$ cat src/logic/smba_pkg.sv
`default_nettype none
package smba_pkg;
  // Address patterns seen in the first byte after START
  localparam logic [2:0] ADDR_HI    = 3'h2;   // Fixed upper bits 010 of the primary address
  localparam logic [6:0] ADDR_BCAST = 7'h30;  // Broadcast address 0110000
  localparam logic [6:0] ADDR_ARA   = 7'h0c;  // Alert response address 0001100
  // Register pointer and documented register offsets
  localparam int         PTR_W      = 5;
  localparam logic [4:0] REG_EVENT  = 5'h00;  // event_summary
  localparam logic [4:0] REG_ATTN   = 5'h1a;  // attention_command_pulses
  localparam int         ATTN_REL_BIT = 6;    // Release attention output
  localparam int         ATTN_CLR_BIT = 7;    // Clear all pending events
  // Bits per byte before the ninth (acknowledge) clock
  localparam logic [3:0] BYTE_BITS  = 4'h8;
  // Reset values of the line samplers: idle bus is high
  localparam logic       LINE_IDLE  = 1'b1;

  // Transaction states, Gray coded along the usual path
  typedef enum logic [3:0] {
    ST_IDLE     = 4'h0,
    ST_ADDR     = 4'h1,
    ST_ADDR_ACK = 4'h3,
    ST_CMD      = 4'h2,
    ST_CMD_ACK  = 4'h6,
    ST_DATA     = 4'h7,
    ST_DATA_ACK = 4'h5,
    ST_TX       = 4'h4,
    ST_TX_ACK   = 4'hc,
    ST_IGNORE   = 4'hd
  } smba_state_t;
endpackage : smba_pkg
`default_nettype wire

$ cat src/logic/smba_line_if.sv
`timescale 1ns/100ps
`default_nettype none
// Synchronised bus lines and their events, from the sampler to the engine
interface smba_line_if;
  logic       scl;        // Clock line level
  logic       sda;        // Data input level
  logic       scl_rise;   // One-cycle pulses
  logic       scl_fall;
  logic       start_det;
  logic       stop_det;
  logic [3:0] addr_sel;   // Address-select pin levels

  modport src (output scl, sda, scl_rise, scl_fall, start_det, stop_det, addr_sel);
  modport snk (input  scl, sda, scl_rise, scl_fall, start_det, stop_det, addr_sel);
endinterface : smba_line_if
`default_nettype wire

$ cat src/logic/smba_line_sync.sv
`timescale 1ns/100ps
`default_nettype none
module smba_line_sync (
  // Clock and reset
  input  wire logic       clk,
  input  wire logic       rst,
  // Pins
  input  wire logic       scl_pin,
  input  wire logic       sda_pin,
  input  wire logic [3:0] addr_pins,
  // Events towards the engine
  smba_line_if.src        line
);
  typedef struct packed {
    logic       scl_m;
    logic       scl_s;
    logic       scl_d;
    logic       sda_m;
    logic       sda_s;
    logic       sda_d;
    logic [3:0] ad_m;
    logic [3:0] ad_s;
  } smba_sync_t;

  smba_sync_t q_r;
  smba_sync_t q_nxt;

  // Two flops per pin, then one delay stage for edge finding
  always_comb begin
    q_nxt       = q_r;
    q_nxt.scl_m = scl_pin;
    q_nxt.scl_s = q_r.scl_m;
    q_nxt.scl_d = q_r.scl_s;
    q_nxt.sda_m = sda_pin;
    q_nxt.sda_s = q_r.sda_m;
    q_nxt.sda_d = q_r.sda_s;
    q_nxt.ad_m  = addr_pins;
    q_nxt.ad_s  = q_r.ad_m;
  end

  always_ff @(posedge clk or posedge rst) begin
    if (rst) begin
      q_r <= '{scl_m: smba_pkg::LINE_IDLE, scl_s: smba_pkg::LINE_IDLE,
               scl_d: smba_pkg::LINE_IDLE, sda_m: smba_pkg::LINE_IDLE,
               sda_s: smba_pkg::LINE_IDLE, sda_d: smba_pkg::LINE_IDLE,
               ad_m: 4'h0, ad_s: 4'h0};
    end else begin
      q_r <= q_nxt;
    end
  end

  // Data moving while the clock stays high marks START or STOP
  assign line.scl       = q_r.scl_s;
  assign line.sda       = q_r.sda_s;
  assign line.scl_rise  = q_r.scl_s & ~q_r.scl_d;
  assign line.scl_fall  = ~q_r.scl_s & q_r.scl_d;
  assign line.start_det = q_r.scl_s & q_r.scl_d & q_r.sda_d & ~q_r.sda_s;
  assign line.stop_det  = q_r.scl_s & q_r.scl_d & ~q_r.sda_d & q_r.sda_s;
  assign line.addr_sel  = q_r.ad_s;

  a_start_shape: assert property (@(posedge clk) disable iff (rst)
    line.start_det |-> line.scl && !line.sda && $past(line.sda))
    else $error("START flagged without high-to-low data under high clock");
endmodule : smba_line_sync
`default_nettype wire

$ cat src/logic/smba_slave.sv
// Summary of operation
// - Attention changes only between STOP and START
// - Power-up START holds attention until STOP
// - Separate data input and open-drain output pins
// - Slave: Write, Read and Receive Byte only
// - Primary address is 010 plus select pins
// - Broadcast address 0110000 acknowledged for writes
// - Alert address acknowledged only while attention asserted
// - START and STOP detected under high clock
// - Acknowledge holds data low through clock high
// - Write stores data byte at pointed register
// - Pointer keeps low five command bits only
// - Every STOP clears the register pointer
// - Read uses repeated START with read bit
// - Receive Byte returns register zero after STOP
// - Alert reply is own address then 1
// - Lost arbitration aborts the alert reply immediately
// - Won alert reply releases attention output
// - Attention_command_pulses bit 6 releases attention
// - No reassertion until event conditions clear
// - Attention_command_pulses bit 7 clears all events
`timescale 1ns/100ps
`default_nettype none
module smba_slave (
  // Clock and reset
  input  wire logic       clk,
  input  wire logic       rst,
  // Serial bus pins
  input  wire logic       serial_clock_pin,
  input  wire logic       serial_data_input_pin,
  output logic            serial_data_output_pin,
  output logic            serial_data_output_pin_oe_n,
  input  wire logic [3:0] address_select_pins,
  // Attention line, open drain
  output logic            attention_pin,
  output logic            attention_pin_oe_n,
  // Device register file
  output logic [4:0]      reg_addr,
  output logic            reg_wr,
  output logic [7:0]      reg_wdata,
  input  wire logic [7:0] reg_rd_data,
  // Event condition summary
  input  wire logic       event_pending,
  output logic            clear_all_events
);
  typedef struct packed {
    smba_pkg::smba_state_t st;
    logic [7:0]            sh;
    logic [3:0]            cnt;
    logic [4:0]            ptr;
    logic                  rd;
    logic                  ara;
    logic                  drive;
    logic                  busy;
    logic                  att;
    logic                  armed;
    logic                  wr;
    logic [7:0]            wdata;
    logic                  clr_all;
  } smba_core_t;

  smba_core_t  q_r;
  smba_core_t  q_nxt;
  smba_line_if line ();

  // Pin sampling and START/STOP finding
  smba_line_sync u_sync (
    .clk       (clk),
    .rst       (rst),
    .scl_pin   (serial_clock_pin),
    .sda_pin   (serial_data_input_pin),
    .addr_pins (address_select_pins),
    .line      (line.src)
  );

  logic [6:0] own_addr;
  logic [6:0] rx_addr;
  logic       hit_own;
  logic       hit_bcast;
  logic       hit_ara;
  logic       release_req;

  assign own_addr  = {smba_pkg::ADDR_HI, line.addr_sel};
  assign rx_addr   = q_r.sh[7:1];
  assign hit_own   = rx_addr == own_addr;
  // Broadcast only makes sense as a write: many slaves cannot all answer
  assign hit_bcast = (rx_addr == smba_pkg::ADDR_BCAST) && !q_r.sh[0];
  assign hit_ara   = (rx_addr == smba_pkg::ADDR_ARA) && q_r.sh[0] && q_r.att;

  // Transaction engine; bits are taken on clock rise and driven on clock fall
  always_comb begin
    q_nxt       = q_r;
    q_nxt.wr    = 1'b0;
    q_nxt.clr_all = 1'b0;
    release_req = 1'b0;
    if (line.start_det) begin
      // Repeated START keeps the pointer for the read phase
      q_nxt.st    = smba_pkg::ST_ADDR;
      q_nxt.cnt   = 4'h0;
      q_nxt.drive = 1'b0;
      q_nxt.busy  = 1'b1;
      q_nxt.rd    = 1'b0;
      q_nxt.ara   = 1'b0;
    end else if (line.stop_det) begin
      q_nxt.st    = smba_pkg::ST_IDLE;
      q_nxt.ptr   = smba_pkg::REG_EVENT;
      q_nxt.drive = 1'b0;
      q_nxt.busy  = 1'b0;
    end else begin
      unique case (q_r.st)
        smba_pkg::ST_IDLE, smba_pkg::ST_IGNORE: begin
          q_nxt.drive = 1'b0;
        end
        smba_pkg::ST_ADDR, smba_pkg::ST_CMD, smba_pkg::ST_DATA: begin
          if (line.scl_rise) begin
            q_nxt.sh  = {q_r.sh[6:0], line.sda};
            q_nxt.cnt = q_r.cnt + 4'h1;
          end else if (line.scl_fall && q_r.cnt == smba_pkg::BYTE_BITS) begin
            q_nxt.cnt = 4'h0;
            if (q_r.st == smba_pkg::ST_ADDR) begin
              if (hit_own || hit_bcast || hit_ara) begin
                q_nxt.st    = smba_pkg::ST_ADDR_ACK;
                q_nxt.drive = 1'b1;
                q_nxt.rd    = q_r.sh[0];
                q_nxt.ara   = hit_ara;
              end else begin
                q_nxt.st    = smba_pkg::ST_IGNORE;
              end
            end else if (q_r.st == smba_pkg::ST_CMD) begin
              q_nxt.ptr   = q_r.sh[smba_pkg::PTR_W-1:0];
              q_nxt.st    = smba_pkg::ST_CMD_ACK;
              q_nxt.drive = 1'b1;
            end else begin
              q_nxt.wr    = 1'b1;
              q_nxt.wdata = q_r.sh;
              q_nxt.st    = smba_pkg::ST_DATA_ACK;
              q_nxt.drive = 1'b1;
              if (q_r.ptr == smba_pkg::REG_ATTN) begin
                release_req   = q_r.sh[smba_pkg::ATTN_REL_BIT];
                q_nxt.clr_all = q_r.sh[smba_pkg::ATTN_CLR_BIT];
              end
            end
          end
        end
        smba_pkg::ST_ADDR_ACK: begin
          if (line.scl_fall) begin
            if (q_r.rd) begin
              // Alert reply carries our address, plain read carries the register
              q_nxt.st    = smba_pkg::ST_TX;
              q_nxt.sh    = q_r.ara ? {own_addr, 1'b1} : reg_rd_data;
              q_nxt.drive = q_r.ara ? !own_addr[6] : !reg_rd_data[7];
            end else begin
              q_nxt.st    = smba_pkg::ST_CMD;
              q_nxt.drive = 1'b0;
            end
          end
        end
        smba_pkg::ST_CMD_ACK: begin
          if (line.scl_fall) begin
            q_nxt.st    = smba_pkg::ST_DATA;
            q_nxt.drive = 1'b0;
          end
        end
        smba_pkg::ST_DATA_ACK: begin
          // Write Byte carries a single data byte; extra bytes are ignored
          if (line.scl_fall) begin
            q_nxt.st    = smba_pkg::ST_IGNORE;
            q_nxt.drive = 1'b0;
          end
        end
        smba_pkg::ST_TX: begin
          if (line.scl_rise) begin
            q_nxt.cnt = q_r.cnt + 4'h1;
            // Another replier with a lower address pulled the line: back off now
            if (q_r.ara && q_r.sh[7] && !line.sda) begin
              q_nxt.st    = smba_pkg::ST_IGNORE;
              q_nxt.drive = 1'b0;
            end
          end else if (line.scl_fall) begin
            if (q_r.cnt == smba_pkg::BYTE_BITS) begin
              q_nxt.st    = smba_pkg::ST_TX_ACK;
              q_nxt.drive = 1'b0;
              release_req = q_r.ara;
            end else begin
              q_nxt.sh    = {q_r.sh[6:0], 1'b1};
              q_nxt.drive = !q_r.sh[6];
            end
          end
        end
        smba_pkg::ST_TX_ACK: begin
          // Only one byte is served; the master ends with no-ack and STOP
          if (line.scl_fall) begin
            q_nxt.st = smba_pkg::ST_IGNORE;
          end
        end
        default: begin
          q_nxt.st    = smba_pkg::ST_IDLE;
          q_nxt.drive = 1'b0;
        end
      endcase
    end
    // Released attention stays off until the causing events are gone
    if (release_req) begin
      q_nxt.armed = 1'b0;
    end
    if (!event_pending || q_nxt.clr_all) begin
      q_nxt.armed = 1'b1;
    end
    // Attention moves only while no transaction is open
    if (!q_r.busy && !line.start_det) begin
      q_nxt.att = event_pending && q_r.armed;
    end
  end

  always_ff @(posedge clk or posedge rst) begin
    if (rst) begin
      q_r <= '{st: smba_pkg::ST_IDLE, sh: 8'h00, cnt: 4'h0,
               ptr: smba_pkg::REG_EVENT, rd: 1'b0, ara: 1'b0, drive: 1'b0,
               busy: 1'b0, att: 1'b0, armed: 1'b1, wr: 1'b0, wdata: 8'h00,
               clr_all: 1'b0};
    end else begin
      q_r <= q_nxt;
    end
  end

  // Open-drain outputs: the level is always low, the enable decides
  assign serial_data_output_pin      = 1'b0;
  assign serial_data_output_pin_oe_n = !q_r.drive;
  assign attention_pin               = 1'b0;
  assign attention_pin_oe_n          = !q_r.att;
  assign reg_addr                    = q_r.ptr;
  assign reg_wr                      = q_r.wr;
  assign reg_wdata                   = q_r.wdata;
  assign clear_all_events            = q_r.clr_all;

  a_att_between_txn: assert property (@(posedge clk) disable iff (rst)
    $changed(q_r.att) |-> !$past(q_r.busy))
    else $error("Attention changed inside a transaction");

  a_att_held_busy: assert property (@(posedge clk) disable iff (rst)
    (q_r.busy && !line.stop_det) |=> $stable(q_r.att))
    else $error("Attention moved before STOP was seen");

  a_stop_ptr_zero: assert property (@(posedge clk) disable iff (rst)
    line.stop_det |=> (q_r.ptr == 5'h00) && (q_r.st == smba_pkg::ST_IDLE))
    else $error("Pointer not cleared by STOP");

  a_ack_low_high: assert property (@(posedge clk) disable iff (rst)
    (line.scl_rise && q_r.st inside {smba_pkg::ST_ADDR_ACK, smba_pkg::ST_CMD_ACK,
     smba_pkg::ST_DATA_ACK}) |-> q_r.drive ##1 q_r.drive)
    else $error("Acknowledge not held low across clock high");

  a_drive_clk_low: assert property (@(posedge clk) disable iff (rst)
    $rose(q_r.drive) |-> !line.scl)
    else $error("Data output pulled low while clock high");

  a_ara_needs_att: assert property (@(posedge clk) disable iff (rst)
    (q_r.st == smba_pkg::ST_ADDR_ACK && q_r.ara) |-> q_r.att && q_r.rd)
    else $error("Alert address answered without attention");

  a_cmd_low_bits: assert property (@(posedge clk) disable iff (rst)
    (q_r.st == smba_pkg::ST_CMD && line.scl_fall && q_r.cnt == 4'h8 && !line.start_det
     && !line.stop_det) |=> q_r.ptr == $past(q_r.sh[4:0]))
    else $error("Pointer not loaded from low command bits");

  a_arb_abort: assert property (@(posedge clk) disable iff (rst)
    (q_r.st == smba_pkg::ST_TX && q_r.ara && line.scl_rise && q_r.sh[7] && !line.sda
     && !line.start_det && !line.stop_det) |=> !q_r.drive && q_r.st == smba_pkg::ST_IGNORE)
    else $error("Lost arbitration not aborted");

  a_wr_from_data: assert property (@(posedge clk) disable iff (rst)
    q_r.wr |-> q_r.st == smba_pkg::ST_DATA_ACK && q_r.drive ##1 !q_r.wr)
    else $error("Write strobe outside data acknowledge");

  a_clear_all_rearm: assert property (@(posedge clk) disable iff (rst)
    q_r.clr_all |-> q_r.armed)
    else $error("Clear-all did not re-arm attention");

  a_release_holds: assert property (@(posedge clk) disable iff (rst)
    ($fell(q_r.armed) && event_pending) |=> !q_r.armed || !event_pending)
    else $error("Attention re-armed while events still pending");
endmodule : smba_slave
`default_nettype wire

$ cat config.mk
export PLATFORM = sky130hd
export DESIGN_NAME = smba_slave
export DESIGN_NICKNAME = d
export VERILOG_FILES = /design/src/logic/smba_pkg.sv /design/src/logic/smba_line_if.sv /design/src/logic/smba_line_sync.sv /design/src/logic/smba_slave.sv
export SDC_FILE = /design/constraint.sdc
export NUM_CORES = 1
export LEC_CHECK = 0
export ABC_AREA = 1
export BUFFER_PORTS_ARGS = -buffer_cell sky130_fd_sc_hd__clkbuf_2
export CORE_AREA = 4 4 103 66
export CTS_CLUSTER_SIZE = 16
export DETAILED_ROUTE_END_ITERATION = 10
export DIE_AREA = 0 0 107 70
export PLACE_DENSITY = 0.7
export SYNTH_ARGS = -nofsm -noshare
export SYNTH_HDL_FRONTEND = slang
export SYNTH_SLANG_ARGS = --single-unit
$ cat constraint.sdc
create_clock -name clk -period 3.55 [get_ports clk]
set_input_delay 0.1775 -clock clk [delete_from_list [all_inputs] [get_ports clk]]
set_output_delay 0.1775 -clock clk [all_outputs]
set_load 0.05 [all_outputs]
Yosys cells after proc, flatten, opt, wreduce, memory -nomap -nowiden
Index checks and enable logic that the tools add are counted.

Output and inout port bits: 19. ROM bits: 0. Bits in registers: 51. Latch bits: 0. Bits of input ports: 17. Memories: 0. Bits in writable memories: 0.

Add/sub/neg operators: 1. Reduce and logical (&&, ||, !) cells: 43. Shift operators: 0. Bitwise gates (word level): 16. Divide/modulo/power cells: 0. Multipliers: 0. Equal/unequal tests: 38. Magnitude comparators: 0. Multiplexer cells: 76.

Operators with widths (number): 2-to-1 mux 10 bit (7); 2-to-1 mux 4 bit (16); 2-to-1 mux 8 bit (6); 2-to-1 mux 12 bit (3); 2-to-1 mux 1 bit (24); 2-to-1 mux 3 bit (8); one-hot mux 4 bit (6 select lines) (1); one-hot mux 8 bit (3 select lines) (1); != test 4 bit (second input constant) (5); != test 5 bit (second input constant) (4); AND reduction 9 bit (2); nonzero test 2 bit (9); equality test 4 x 3 -> 1 bit (second input constant) (4); != test 2 bit (second input constant) (8); 2-to-1 mux 5 bit (3); equality test 4 bit (second input constant) (3); AND reduction 6 bit (2); zero test 1 bit (9); != test 3 bit (second input constant) (3); NOT 1 bit (9); equality test 4 x 2 -> 1 bit (second input constant) (2); logical AND 1 bit (8); != test 4 x 1 -> 1 bit (second input constant) (2); one-hot mux 4 bit (2 select lines) (1); other kinds (20) (34).

Longest topological paths before layout
Depth in word-level cells: 17. Gate-level depth with buffers: 12. Gate-level depth less buffers: 12.

Hierarchy
Synthesis repeated with hierarchy kept, for this count alone.

Cells, all modules: 380. Area, all modules: 2992.9 um^2.

Modules (own cells, without submodules): smba_slave (cells an instance 350, area each 2560.0 um^2, sequential area each 927.1 um^2, times used 1); smba_line_sync (cells an instance 30, area each 432.9 um^2, sequential area each 357.8 um^2, times used 1).

Worst setup path after synthesis
Ideal clock, no wire load.

Path type: reg2reg. Start point: reg u_sync.q_r (netlist bit u_sync.line.scl). End point: reg q_r[33] (netlist name). Setup slack: 1817 ps. Stages on the path, launching flop included: 11. Data required time: 3428 ps. Arrival time: 1610 ps. Library setup time: 122 ps. Path buffers: 0. Path through: dfstp_2 > ha_1 > nand2_1 > nor2_4 > nor2_2 > nand3_1 > nand2_1 > nor2_1 > nand2_2 > nand2_1 > o21ai_1.

Longest elaborated chain between the ends: 5. Elaborated cells on any way between the ends: 23.

Ends and longest elaborated chain: start: declaration (RTL line smba_line_sync.sv:25) `smba_sync_t q_r;`; start signal: assignment (RTL line smba_line_sync.sv:43) `q_r <= '{scl_m: smba_pkg::LINE_IDLE, scl_s: smba_pkg::LINE_IDLE,`; start signal: assignment (RTL line smba_line_sync.sv:48) `q_r <= q_nxt;`; bitwise AND 1 bit, or another cell as far along (RTL line smba_line_sync.sv:57, smba_line_sync.sv:58); bitwise AND 1 bit, or another cell as far along (2 in series) (RTL line smba_line_sync.sv:57) `assign line.start_det = q_r.scl_s & q_r.scl_d & q_r.sda_d & ~q_r.sda_s;`; != test 5 bit (no line), or another cell as far along; AND reduction 9 bit (no line) / 2-to-1 mux 4 bit (equally long branches); end signal: assignment (RTL line smba_slave.sv:217) `q_r <= '{st: smba_pkg::ST_IDLE, sh: 8'h00, cnt: 4'h0,`; end signal: assignment (RTL line smba_slave.sv:222) `q_r <= q_nxt;`; end: declaration (RTL line smba_slave.sv:62) `smba_core_t q_r;`.

Several ways; a longest one is shown, not always the timed one. A chain may end at the register's enable or synchronous reset.

Worst setup path in the final report
Start point: reg u_sync.q_r[11] (netlist name). End point: reg q_r[10] (netlist name).

Longest elaborated chain between the ends: 9. Elaborated cells on any way between the ends: 24.

Ends and longest elaborated chain: bitwise AND 1 bit (RTL line smba_line_sync.sv:56) `assign line.scl_fall = ~q_r.scl_s & q_r.scl_d;`; logical AND 1 bit (RTL line smba_slave.sv:118) `end else if (line.scl_fall && q_r.cnt == smba_pkg::BYTE_BITS) begin`; 2-to-1 mux 10 bit (RTL line smba_slave.sv:118); 2-to-1 mux 10 bit (RTL line smba_slave.sv:115) `if (line.scl_rise) begin`; 2-to-1 mux 10 bit (RTL line smba_slave.sv:110) `unique case (q_r.st)`; 2-to-1 mux 10 bit (RTL line smba_slave.sv:104) `end else if (line.stop_det) begin`; 2-to-1 mux 10 bit (RTL line smba_slave.sv:96) `if (line.start_det) begin`; logical OR 1 bit (RTL line smba_slave.sv:206) `if (!event_pending || q_nxt.clr_all) begin`; 2-to-1 mux 1 bit / nonzero test 2 bit (equally long branches).

Several ways; a longest one is shown, not always the timed one.

==> impl_metrics.json <==
{
  "place_hpwl_um": 5510,
  "diodes": 0,
  "gp_congestion": 0.958,
  "powerDensity_nw_per_um2": 633,
  "critPathMaxFanout": 19,
  "synth-seq-area-share": 0.435,
  "final_common_cell": "nand2_1",
  "layout_setup_ws_ns": 1.47,
  "p_switching_mw": 0.955,
  "critPathBufInv": 3,
  "hp-class": "input port to asynchronous set/reset pin",
  "worstMarginPinSlew_ns": 1.02,
  "dpl_worst_slack_ns": 1.51,
  "drt-vias-per-instance": 5.14,
  "reg2reg_depth": 9,
  "clk_pin_slew_ns": 0.10,
  "row_count": 22,
  "reg2reg_from": "u_sync.q_r[11]$_DFF_PP1_",
  "crit_path_frequent_cell": "inv_1",
  "fin_setup_tns_ns": 0,
  "synth_edf_count": 0,
  "p_int_mw": 1.10,
  "syn_area_um2": 2960,
  "setup_viol": 0,
  "drive_gt1_frac": 0.224,
  "slowest_stage": "dfstp_2",
  "grt_overflow_total": 0,
  "clkPwrFrac": 0.168,
  "multi_input_area_um2": 1350,
  "critical_path.top_delay_family": "simple AND/OR/NAND/NOR gates",
  "cts_sinks": 51,
  "async_flop_share": 1.00,
  "swShare": 0.465,
  "dieArea_um2": 7490,
  "grt_max_degree": 52,
  "worst_ir_drop_vdd_uv": 258,
  "remaining_drc_errors": 0,
  "power_leakage_nw": 1.61,
  "syn_inst": 368,
  "core_area_um2": 5890,
  "avgRoutedWirePerCell_um": 14.8,
  "worstPathRequired_ns": 3.80,
  "yosys_warnings": 0,
  "outcome": "complete, no violations",
  "wirelength_um": 7160,
  "antenna_found_initial": 0,
  "startpoint_type": "register",
  "maxCapViolations": 0,
  "fmax_mhz": 481,
  "skew_ns": 0.0125,
  "min_period_ns": 2.08,
  "fp.dieW_um": 107,
  "cts_buffer_depth": 2,
  "cts_resized": 0,
  "synth_cell_types": 37,
  "die_h_um": 70,
  "path_class": "register to register",
  "regArea_um2": 1280,
  "postSynthAreaPerCell_um2": 8.03,
  "crit_chain": "inv_1, ha_1, inv_1, nand2_1, nor2_1, nand3_2, o21ai_0, inv_1, nand2_1",
  "fillers": 574,
  "cts_tree": "done",
  "synthFlopType": "dfrtp_1",
  "rsz0062_at_grt": "false",
  "area_growth_pct": 9.61,
  "drtIter0Drc": 202,
  "slew_viol_final": 0,
  "ys_ff_latch": 51,
  "finalCritPeriodShare": 0.585,
  "vias": 2478,
  "grt_pass1_wl_um": 12100,
  "finalNetCount": 419,
  "reg2reg_slack_ns": 1.47,
  "hold_viol_final": 0,
  "ios": 36,
  "comb_power_share": 0.447,
  "final_cell_mix": "nand2_1, dfrtp_1, inv_1",
  "r2r-end": "q_r[10]$_DFFE_PP1P_",
  "max_stage_delay_ns": 0.56,
  "max_slew_margin": 0.319,
  "grt_pass1_vias": 2388,
  "htreeDepth": 2,
  "pwr-share-seq": 0.384,
  "clockRootBuffer": "clkbuf_8",
  "cts_buffers": 5,
  "worst_ep_arrival_time_ns": 2.33,
  "worstSkewPairLatency_ns": 0.31,
  "start_util": 0.502,
  "final_antenna_net_count": 0,
  "first_pass_iters": 5,
  "grt_usage": 0.204,
  "port_buffers": 33,
  "cp-end-kind": "register"
}
## repair_timing
action	CTS	global route
setup buffers	0	0
hold buffers	6	0
endpoints found under the hold margin	6	0
## power groups by stage
stage	clock, mW	combinational [mW]	sequential, mW
floorplan	0	0.789	0.758
global placement	0	0.896	0.791
detailed placement	0	0.909	0.796
CTS	0.349	0.918	0.786
global route	0.372	1.02	0.807
finish	0.346	0.918	0.788
## synthesized netlist by cell type (6+ instances only)
master | n | area (µm²)
dfrtp_1 | 44 | 1100
o21ai_0 | 15 | 75.1
dfstp_2 | 7 | 184
o21ai_1 | 16 | 80.1
a21oi_1 | 6 | 30.0
nand2_2 | 9 | 56.3
inv_1 | 42 | 158
o21ai_2 | 9 | 78.8
buf_4 | 15 | 113
nand2_1 | 90 | 338
nand3_1 | 32 | 160
nor2_1 | 31 | 116
## worst reg2reg max path, delay by kind of cell, from the launching register on
kind	cells	cell delay, ns
AOI/OAI and AO/OA	1	0.27
DFF	1	0.56
adders and majority gates	1	0.24
and+or+nand+nor	4	0.66
buffers and inverters	3	0.29
## through the flow
step           cells  utilization  hold slack, ns  power (mW)  instance area (µm²)
5_1_grt          482        0.550           0.129        2.20                 3240
6_report         482        0.550          0.0848        2.05                 3240
4_1_cts          482        0.550           0.115        2.05                 3240
3_5_place_dp     468        0.525           0.267        1.70                 3090
2_1_floorplan    369            -           0.182        1.55                 2960
3_3_place_gp     468        0.525           0.267        1.69                 3090
## state kept, by name, indices dropped and copies added (netlist names)
name,cells
u_sync.q_nxt,6
u_sync.line.sda,1
q_r,22
u_sync.line.scl,1
u_sync.q_r,2
clear_all_events,1
reg_wdata,8
reg_wr,1
reg_addr,5
u_sync.line.addr_sel,4
## final cells by class
class | instances | share of cell area
clock buffers | 6 | 0.0224
clock inverters | 2 | 0.00502
inverters | 48 | 0.0556
multi-input cells | 251 | 0.416
flip-flops and latches | 51 | 0.397
well taps | 84 | 0.0324
repair buffers | 40 | 0.0718
## worst max path at each step
stage	from	to	slack, ns	cells past startpoint
final	u_sync.q_r[11]$_DFF_PP1_	q_r[10]$_DFFE_PP1P_	1.47	9
after global routing	u_sync.q_r[11]$_DFF_PP1_	q_r[10]$_DFFE_PP1P_	1.26	9
after CTS	u_sync.q_r[11]$_DFF_PP1_	q_r[10]$_DFFE_PP1P_	1.48	9
after detailed placement	u_sync.q_r[11]$_DFF_PP1_	q_r[10]$_DFFE_PP1P_	1.51	9
after global placement	u_sync.q_r[11]$_DFF_PP1_	q_r[10]$_DFFE_PP1P_	1.57	9
after floorplan	u_sync.line.scl$_DFF_PP1_	q_r[33]$_DFFE_PP0P_	1.82	10
## kinds of logic after synthesis
kind of cell | count (synthesis) | share of synthesized area
xor gates and xnor gates | 3 | 0.00889
DFF | 51 | 0.435
and+or+nand+nor | 184 | 0.302
AOI/OAI and AO/OA | 57 | 0.121
other | 1 | 0.00127
buffers and inverters | 67 | 0.110
adders and majority gates | 5 | 0.0212
## routing by layer
metal / GRT usage / wire (µm) / vias up
met3: 0.0489 / 726 / 7
li1: - / - / 1225
met5: 0 / 0 / -
met4: 0.0312 / 49 / 0
met1: 0.326 / 3500 / 1139
met2: 0.282 / 2880 / 107
Note: power is estimated with default switching activity, not from simulation.
